===== config.mk =====
export PLATFORM = sky130hd
export DESIGN_NAME = isa_allocator
export DESIGN_NICKNAME = d
export VERILOG_FILES = /design/src/inc/isa_pkg.sv /design/src/design/isa_allocator.sv
export SDC_FILE = /design/constraint.sdc
export NUM_CORES = 1
export LEC_CHECK = 0
export ABC_AREA = 1
export ABC_CLOCK_PERIOD_IN_PS = 5210
export BUFFER_PORTS_ARGS = -buffer_cell sky130_fd_sc_hd__buf_2
export CAP_MARGIN = 5
export CORE_MARGIN = 5
export CORE_UTILIZATION = 40
export DETAILED_ROUTE_END_ITERATION = 10
export GPL_TIMING_DRIVEN = 0
export PLACE_DENSITY = 0.64
export SETUP_SLACK_MARGIN = 0.5
export SKIP_LAST_GASP = 1
export SYNTH_ARGS = -nofsm -noshare
export SYNTH_HDL_FRONTEND = slang
export SYNTH_SLANG_ARGS = --single-unit

===== constraint.sdc =====
create_clock -name aclk -period 5.21 [get_ports aclk]
set_input_delay 1.042 -clock aclk [delete_from_list [all_inputs] [get_ports aclk]]
set_output_delay 1.042 -clock aclk [all_outputs]
set_load 0.005 [all_outputs]

===== src/inc/isa_pkg.sv =====
// Package for the input signal allocator: register map, field layout, codes and bus types
package isa_pkg;

  // ==========================================================================
  // Bus widths
  localparam int ADDR_W = 8;
  localparam int DATA_W = 32;
  localparam int MAP_W = 16;
  localparam int PIN_N = 7;
  localparam int FUNC_N = 16;
  localparam int CODE_W = 4;
  localparam int DIGITS = 4;

  // ==========================================================================
  // Register byte addresses
  localparam logic [ADDR_W-1:0] OFS_MAP_A = 8'h00;
  localparam logic [ADDR_W-1:0] OFS_MAP_B = 8'h04;
  localparam logic [ADDR_W-1:0] OFS_MAP_C = 8'h08;
  localparam logic [ADDR_W-1:0] OFS_MAP_D = 8'h0C;
  localparam logic [ADDR_W-1:0] OFS_MAP_E = 8'h10;
  localparam logic [ADDR_W-1:0] OFS_PIN_STATE = 8'h14;
  localparam logic [ADDR_W-1:0] OFS_FUNC_STATE = 8'h18;
  localparam int MAP_REGS = 5;

  // ==========================================================================
  // Field positions and reset values
  localparam int ENABLE_DIGIT = 0;
  localparam logic [CODE_W-1:0] ALLOC_ON = 4'h1;
  localparam logic [MAP_W-1:0] MAP_RESET = 16'h0000;

  // ==========================================================================
  // Function codes
  localparam logic [CODE_W-1:0] CODE_LAST_PIN = 4'h6;
  localparam logic [CODE_W-1:0] CODE_ALWAYS_ON = 4'h7;
  localparam logic [CODE_W-1:0] CODE_ALWAYS_OFF = 4'h8;
  localparam logic [CODE_W-1:0] CODE_INV_BASE = 4'h9;

  // Function indices; function f sits in map word (f+1)/4, digit (f+1)%4
  localparam int F_SERVO_POWER = 0;
  localparam int F_PROP_OP = 1;
  localparam int F_FWD_LIMIT = 2;
  localparam int F_REV_LIMIT = 3;

  // ==========================================================================
  // AXI-Lite responses
  localparam logic [1:0] RESP_OKAY = 2'h0;
  localparam logic [1:0] RESP_SLVERR = 2'h2;

  // ==========================================================================
  // AXI-Lite channel bundles
  typedef struct packed {
    logic awvalid;
    logic [ADDR_W-1:0] awaddr;
    logic wvalid;
    logic [DATA_W-1:0] wdata;
    logic [DATA_W/8-1:0] wstrb;
    logic bready;
    logic arvalid;
    logic [ADDR_W-1:0] araddr;
    logic rready;
  } isa_axi_m2s_t;

  typedef struct packed {
    logic awready;
    logic wready;
    logic bvalid;
    logic [1:0] bresp;
    logic arready;
    logic rvalid;
    logic [DATA_W-1:0] rdata;
    logic [1:0] rresp;
  } isa_axi_s2m_t;

endpackage : isa_pkg


===== src/design/isa_allocator.sv =====
// Input signal allocator: routes seven connector inputs to sixteen input functions
`timescale 1ns/1ps
`default_nettype none

module isa_allocator #(
  parameter logic [isa_pkg::FUNC_N*isa_pkg::CODE_W-1:0] DEFAULT_CODES = 64'h8888888888654321
)(
  input wire logic aclk, // System clock, 200 MHz
  input wire logic aresetn, // Synchronous reset, active low
  input wire isa_pkg::isa_axi_m2s_t s_axi_req, // AXI-Lite master to slave
  output isa_pkg::isa_axi_s2m_t s_axi_rsp, // AXI-Lite slave to master
  input wire logic [isa_pkg::PIN_N-1:0] io_pin_in, // Connector inputs, 1 = high level
  output logic [isa_pkg::FUNC_N-1:0] func_active // Input functions, 1 = asserted
);

  // ==========================================================================
  // Register storage
  logic [isa_pkg::MAP_W-1:0] map_reg [isa_pkg::MAP_REGS];
  logic [isa_pkg::MAP_REGS*isa_pkg::MAP_W-1:0] map_flat;
  logic alloc_enable;

  // ==========================================================================
  // Write channel state
  logic aw_held;
  logic w_held;
  logic [isa_pkg::ADDR_W-1:0] aw_addr;
  logic [isa_pkg::DATA_W-1:0] w_data;
  logic [isa_pkg::DATA_W/8-1:0] w_strb;
  logic bvalid;
  logic [1:0] bresp;
  logic wr_fire;
  logic [2:0] wr_index;
  logic wr_hit;
  logic [3:0] wr_map_idx;

  // ==========================================================================
  // Read channel state
  logic rvalid;
  logic [isa_pkg::DATA_W-1:0] rdata;
  logic [1:0] rresp;
  logic [isa_pkg::DATA_W-1:0] next_rdata;
  logic next_rhit;

  // Address decode to a map register index; anything else is not a map word
  function automatic logic [3:0] map_index(input logic [isa_pkg::ADDR_W-1:0] a);
    logic [3:0] idx;
    idx = 4'hF;
    case (a)
      isa_pkg::OFS_MAP_A: idx = 4'h0;
      isa_pkg::OFS_MAP_B: idx = 4'h1;
      isa_pkg::OFS_MAP_C: idx = 4'h2;
      isa_pkg::OFS_MAP_D: idx = 4'h3;
      isa_pkg::OFS_MAP_E: idx = 4'h4;
      default: idx = 4'hF;
    endcase
    return idx;
  endfunction : map_index

  // ==========================================================================
  // Handshake outputs; address and data are each refused while held or while bvalid is up, reads while rvalid is up
  assign s_axi_rsp.awready = !aw_held && !bvalid;
  assign s_axi_rsp.wready = !w_held && !bvalid;
  assign s_axi_rsp.bvalid = bvalid;
  assign s_axi_rsp.bresp = bresp;
  assign s_axi_rsp.arready = !rvalid;
  assign s_axi_rsp.rvalid = rvalid;
  assign s_axi_rsp.rdata = rdata;
  assign s_axi_rsp.rresp = rresp;

  // Both halves of a write are in hand once each is held
  assign wr_fire = aw_held && w_held && !bvalid;
  // Decode once; a function result cannot be part-selected directly
  assign wr_map_idx = map_index(aw_addr);
  assign wr_index = wr_map_idx[2:0];
  assign wr_hit = (wr_map_idx != 4'hF);

  // Address and data may arrive in either order, so each is latched alone
  always_ff @(posedge aclk)
  begin
    if (!aresetn)
    begin
      aw_held <= 1'b0;
      aw_addr <= '0;
    end
    else if (s_axi_req.awvalid && s_axi_rsp.awready)
    begin
      aw_held <= 1'b1;
      aw_addr <= s_axi_req.awaddr;
    end
    else if (wr_fire)
      aw_held <= 1'b0;
  end

  // Write data capture
  always_ff @(posedge aclk)
  begin
    if (!aresetn)
    begin
      w_held <= 1'b0;
      w_data <= '0;
      w_strb <= '0;
    end
    else if (s_axi_req.wvalid && s_axi_rsp.wready)
    begin
      w_held <= 1'b1;
      w_data <= s_axi_req.wdata;
      w_strb <= s_axi_req.wstrb;
    end
    else if (wr_fire)
      w_held <= 1'b0;
  end

  // Write response; unmapped or read-only words answer SLVERR
  always_ff @(posedge aclk)
  begin
    if (!aresetn)
    begin
      bvalid <= 1'b0;
      bresp <= isa_pkg::RESP_OKAY;
    end
    else if (wr_fire)
    begin
      bvalid <= 1'b1;
      bresp <= wr_hit ? isa_pkg::RESP_OKAY : isa_pkg::RESP_SLVERR;
    end
    else if (s_axi_req.bready)
      bvalid <= 1'b0;
  end

  // ==========================================================================
  // Map registers, byte lanes 0 and 1 only; upper lanes are dropped
  generate
    for (genvar r = 0; r < isa_pkg::MAP_REGS; r++)
    begin : g_map
      always_ff @(posedge aclk)
      begin
        if (!aresetn)
          map_reg[r] <= isa_pkg::MAP_RESET;
        else if (wr_fire && wr_hit && wr_index == 3'(r))
        begin
          if (w_strb[0])
            map_reg[r][7:0] <= w_data[7:0];
          if (w_strb[1])
            map_reg[r][15:8] <= w_data[15:8];
        end
      end
      assign map_flat[r*isa_pkg::MAP_W +: isa_pkg::MAP_W] = map_reg[r];
    end
  endgenerate

  // ==========================================================================
  // Read decode
  always_comb
  begin
    next_rdata = '0;
    next_rhit = 1'b1;
    case (s_axi_req.araddr)
      isa_pkg::OFS_MAP_A: next_rdata[isa_pkg::MAP_W-1:0] = map_reg[0];
      isa_pkg::OFS_MAP_B: next_rdata[isa_pkg::MAP_W-1:0] = map_reg[1];
      isa_pkg::OFS_MAP_C: next_rdata[isa_pkg::MAP_W-1:0] = map_reg[2];
      isa_pkg::OFS_MAP_D: next_rdata[isa_pkg::MAP_W-1:0] = map_reg[3];
      isa_pkg::OFS_MAP_E: next_rdata[isa_pkg::MAP_W-1:0] = map_reg[4];
      isa_pkg::OFS_PIN_STATE: next_rdata[isa_pkg::PIN_N-1:0] = io_pin_in;
      isa_pkg::OFS_FUNC_STATE: next_rdata[isa_pkg::FUNC_N-1:0] = func_active;
      default: next_rhit = 1'b0;
    endcase
  end

  // Read answer one cycle after the address is taken, held until rready
  always_ff @(posedge aclk)
  begin
    if (!aresetn)
    begin
      rvalid <= 1'b0;
      rdata <= '0;
      rresp <= isa_pkg::RESP_OKAY;
    end
    else if (s_axi_req.arvalid && s_axi_rsp.arready)
    begin
      rvalid <= 1'b1;
      rdata <= next_rdata;
      rresp <= next_rhit ? isa_pkg::RESP_OKAY : isa_pkg::RESP_SLVERR;
    end
    else if (s_axi_req.rready)
      rvalid <= 1'b0;
  end

  // ==========================================================================
  // Routing; the enable digit falls back to the built-in map so a blank
  // configuration still leaves the drive with known inputs
  assign alloc_enable = (map_reg[0][isa_pkg::ENABLE_DIGIT*isa_pkg::CODE_W +: isa_pkg::CODE_W]
                         == isa_pkg::ALLOC_ON);

  generate
    for (genvar f = 0; f < isa_pkg::FUNC_N; f++)
    begin : g_func
      // Field slot skips the enable digit at the bottom of the first word
      localparam int SLOT = f + 1;
      localparam bit ACT_HIGH = (f == isa_pkg::F_FWD_LIMIT) || (f == isa_pkg::F_REV_LIMIT);
      logic [isa_pkg::CODE_W-1:0] code;
      logic [isa_pkg::CODE_W-1:0] pin_sel;
      logic pin_level;
      logic next_state;

      assign code = alloc_enable ? map_flat[SLOT*isa_pkg::CODE_W +: isa_pkg::CODE_W]
                                 : DEFAULT_CODES[f*isa_pkg::CODE_W +: isa_pkg::CODE_W];
      assign pin_sel = (code >= isa_pkg::CODE_INV_BASE) ?
                       4'(code - isa_pkg::CODE_INV_BASE) : code;
      // Every function taps the shared pin vector, so fan-out is free
      assign pin_level = io_pin_in[pin_sel[2:0]];

      always_comb
      begin
        if (code <= isa_pkg::CODE_LAST_PIN)
          next_state = ACT_HIGH ? pin_level : !pin_level;
        else if (code == isa_pkg::CODE_ALWAYS_ON)
          next_state = 1'b1;
        else if (code == isa_pkg::CODE_ALWAYS_OFF)
          next_state = 1'b0;
        else
          next_state = ACT_HIGH ? !pin_level : pin_level;
      end

      // Registered so downstream sees one glitch-free level per cycle
      always_ff @(posedge aclk)
      begin
        if (!aresetn)
          func_active[f] <= 1'b0;
        else
          func_active[f] <= next_state;
      end
    end
  endgenerate

endmodule : isa_allocator

`default_nettype wire


==> out/metrics.yaml <==
status: "finished, final reports clean"
fin_util_pct: 46.7
drtAntennaViolNets: 0
irDropWorstVdd_mv: 0.264
first_iter_violations: 996
cts.sinks: 144
grt_pass1_wl_um: 46100
synth_cells: 1237
pre_cts_slack_ns: 2.21
grt_antenna_before_repair: 0
critPathMaxFanout: 9
syn_to_final_growth_pct: 15.6
critPathLaunchType: "input pin"
drive_gt1_share_pct: 12.9
fmax_mhz: 377
worst_pin_slew_ns: 0.948
cts_setup_buffers: 0
hpwl_um: 23200
wl_per_cell_um: 18.6
die_y_um: 158
critPathCaptureType: "flip-flop"
routed_wl_um: 30700
synth_area_leader_cell: "edfxtp_1"
fillers: 2222
cts.clk_slew.worst_paths_ns: 0.06
timing.final.ws_setup_ns: 2.56
instances_no_fill: 1648
io_pins: 123
fin_crit_ns: 2.65
ys_top_cells_by_area: "edfxtp_1 (27%), dfxtp_1 (15%), nand2_1 (11%)"
antenna_cells: 0
largest_reg_flops: 80
hold_viol: 0
drtPass1Iterations: 6
yosysMostFrequentCell: "nand2_1"
ys_seq_elements: 144
clk_latency_ns: 0.43
setup_viol: 0
max_cap_violations: 0
arrival_ns: 3.00
core_um2: 21800
ys_seq_area_share_pct: 41.9
crit_chain: "buf_2, nor2_1, nand2_1, nor2_2, nand4_2, clkinv_1, a21oi_1, o2111ai_1, nand2_1, a21oi_1"
power_density_nw_per_um2: 273
htreeDepth: 4
start_util_pct: 40.4
placedCellCount: 1616
cts-hold-fix-buffers: 0
grt.total_usage_pct: 24.5
tns_ns: 0
port_buffers: 82
cpPeakStageDelay_ns: 0.40
viasPerCell: 5.53
worst_ep_required_time_ns: 5.56
fin_crit_sh_pct: 50.9
avgSynthCellArea_um2: 7.11
fp-row-count: 54
nets: 1421
slowest_stage: "nand4_2"
yosys_warnings: 0
crit_buf_inv: 2
yosysTopAreaCellShare_pct: 27.3
crit_family: "simple AND/OR/NAND/NOR gates"
worstHoldPathType: "reg -> reg"
final-max-slew-violation-count: 0
route.vias.total: 9107
cts_root_buffer: "clkbuf_16"
grt_pass1_vias: 8081
post_dp_cell_area_um2: 9620
overflow: 0
ctsLongestPathBuffers: 2
drc: 0
r2r_slack_ns: 2.98
place_congestion: 1.02
synth-edff-count: 80
grt_max_degree: 17
fin_area_um2: 10200
die_area_um2: 25100
ctsResizeCount: 0
rsz0062_at_grt: "false"
die_x_um: 158
crit_type: "in -> reg"
synthTopCellsByCount: "nand2_1 (268), nand3_1 (165), nor2_1 (156), inv_1 (155), a21oi_1 (88)"
synth_area_um2: 8800
cts_tree: "done"
cellLeakagePower_uw: 0.00442
synth_ff_type: "edfxtp_1"
max_slew_margin_pct: 36.8
ys_async_sr_fraction_pct: 0
synth_cell_types: 44
cts_buffers: 17
clock-skew-final_ns: 0.0130
final cells by class:
cell class,count,area (µm²),area share (%)
timing repair buffer,82,410,4.04
multi-input combinational,888,4230,41.5
clock inverter,11,77.6,0.763
clock buffer,21,472,4.64
sequential,144,3680,36.2
tap,280,350,3.44
buffer,60,343,3.37
inverter,162,608,5.98
power by group:
part | total, µW | internal (µW) | leakage, µW | switching, µW
clock | 1160 | 654 | 0.000278 | 502
combinational | 325 | 96.9 | 0.00279 | 228
sequential | 1300 | 1250 | 0.00135 | 46.5
total | 2780 | 2000 | 0.00442 | 776
final timing paths:
kind                     to  cells past startpoint          start
max                rdata[3]                     10   s_axi_req[6]
min                rdata[1]                      2       rdata[1]
max reg2reg  func_active[1]                     13  map_reg[0][3]
min reg2reg        rdata[1]                      2       rdata[1]
through the flow:
stage,power (µW),hold slack [ns]
after floorplan,1500,0.454
after global placement,1630,0.452
after detailed placement,1640,0.458
after CTS,2770,0.468
after global routing,2870,0.477
final,2780,0.465
per-layer routing:
metal,track usage [%],vias to the layer above,wire length (µm)
met2,35.7,543,12800
met5,0,-,0
li1,-,4365,-
met3,4.29,78,3430
met1,35.3,4121,13200
met4,11.2,0,1280
logic make-up after synthesis:
group | count (synthesis) | synth area share [%]
and+or+nand+nor | 657 | 33.1
buffers and inverters | 222 | 10.8
AOI/OAI and AO/OA | 213 | 14.2
DFF | 144 | 41.9
other | 1 | 0.0426
tightest hold or removal path, cell delays in order (launching register included):
cell	delay (ns)
dfxtp_1	0.31
nand2_1	0.06
a21oi_1	0.05
cells in the final DEF, fill, tap and decap left out, drive strengths merged, types with 4 or more instances in the layout:
cell | Yosys | layout
nand3 | 165 | 165
nand4 | 36 | 36
clkbuf | 25 | 46
a211oi | 4 | 4
inv | 159 | 165
edfxtp | 80 | 80
nand2 | 271 | 271
buf | 35 | 117
dfxtp | 64 | 64
o22ai | 16 | 16
conb | 1 | 18
nand3b | 6 | 6
clkinv | 3 | 8
o2111ai | 17 | 17
a21oi | 90 | 90
o21ai | 67 | 67
nor2 | 173 | 173
nor3 | 5 | 5
a221oi | 4 | 4
(Power assumes the default switching activity.)
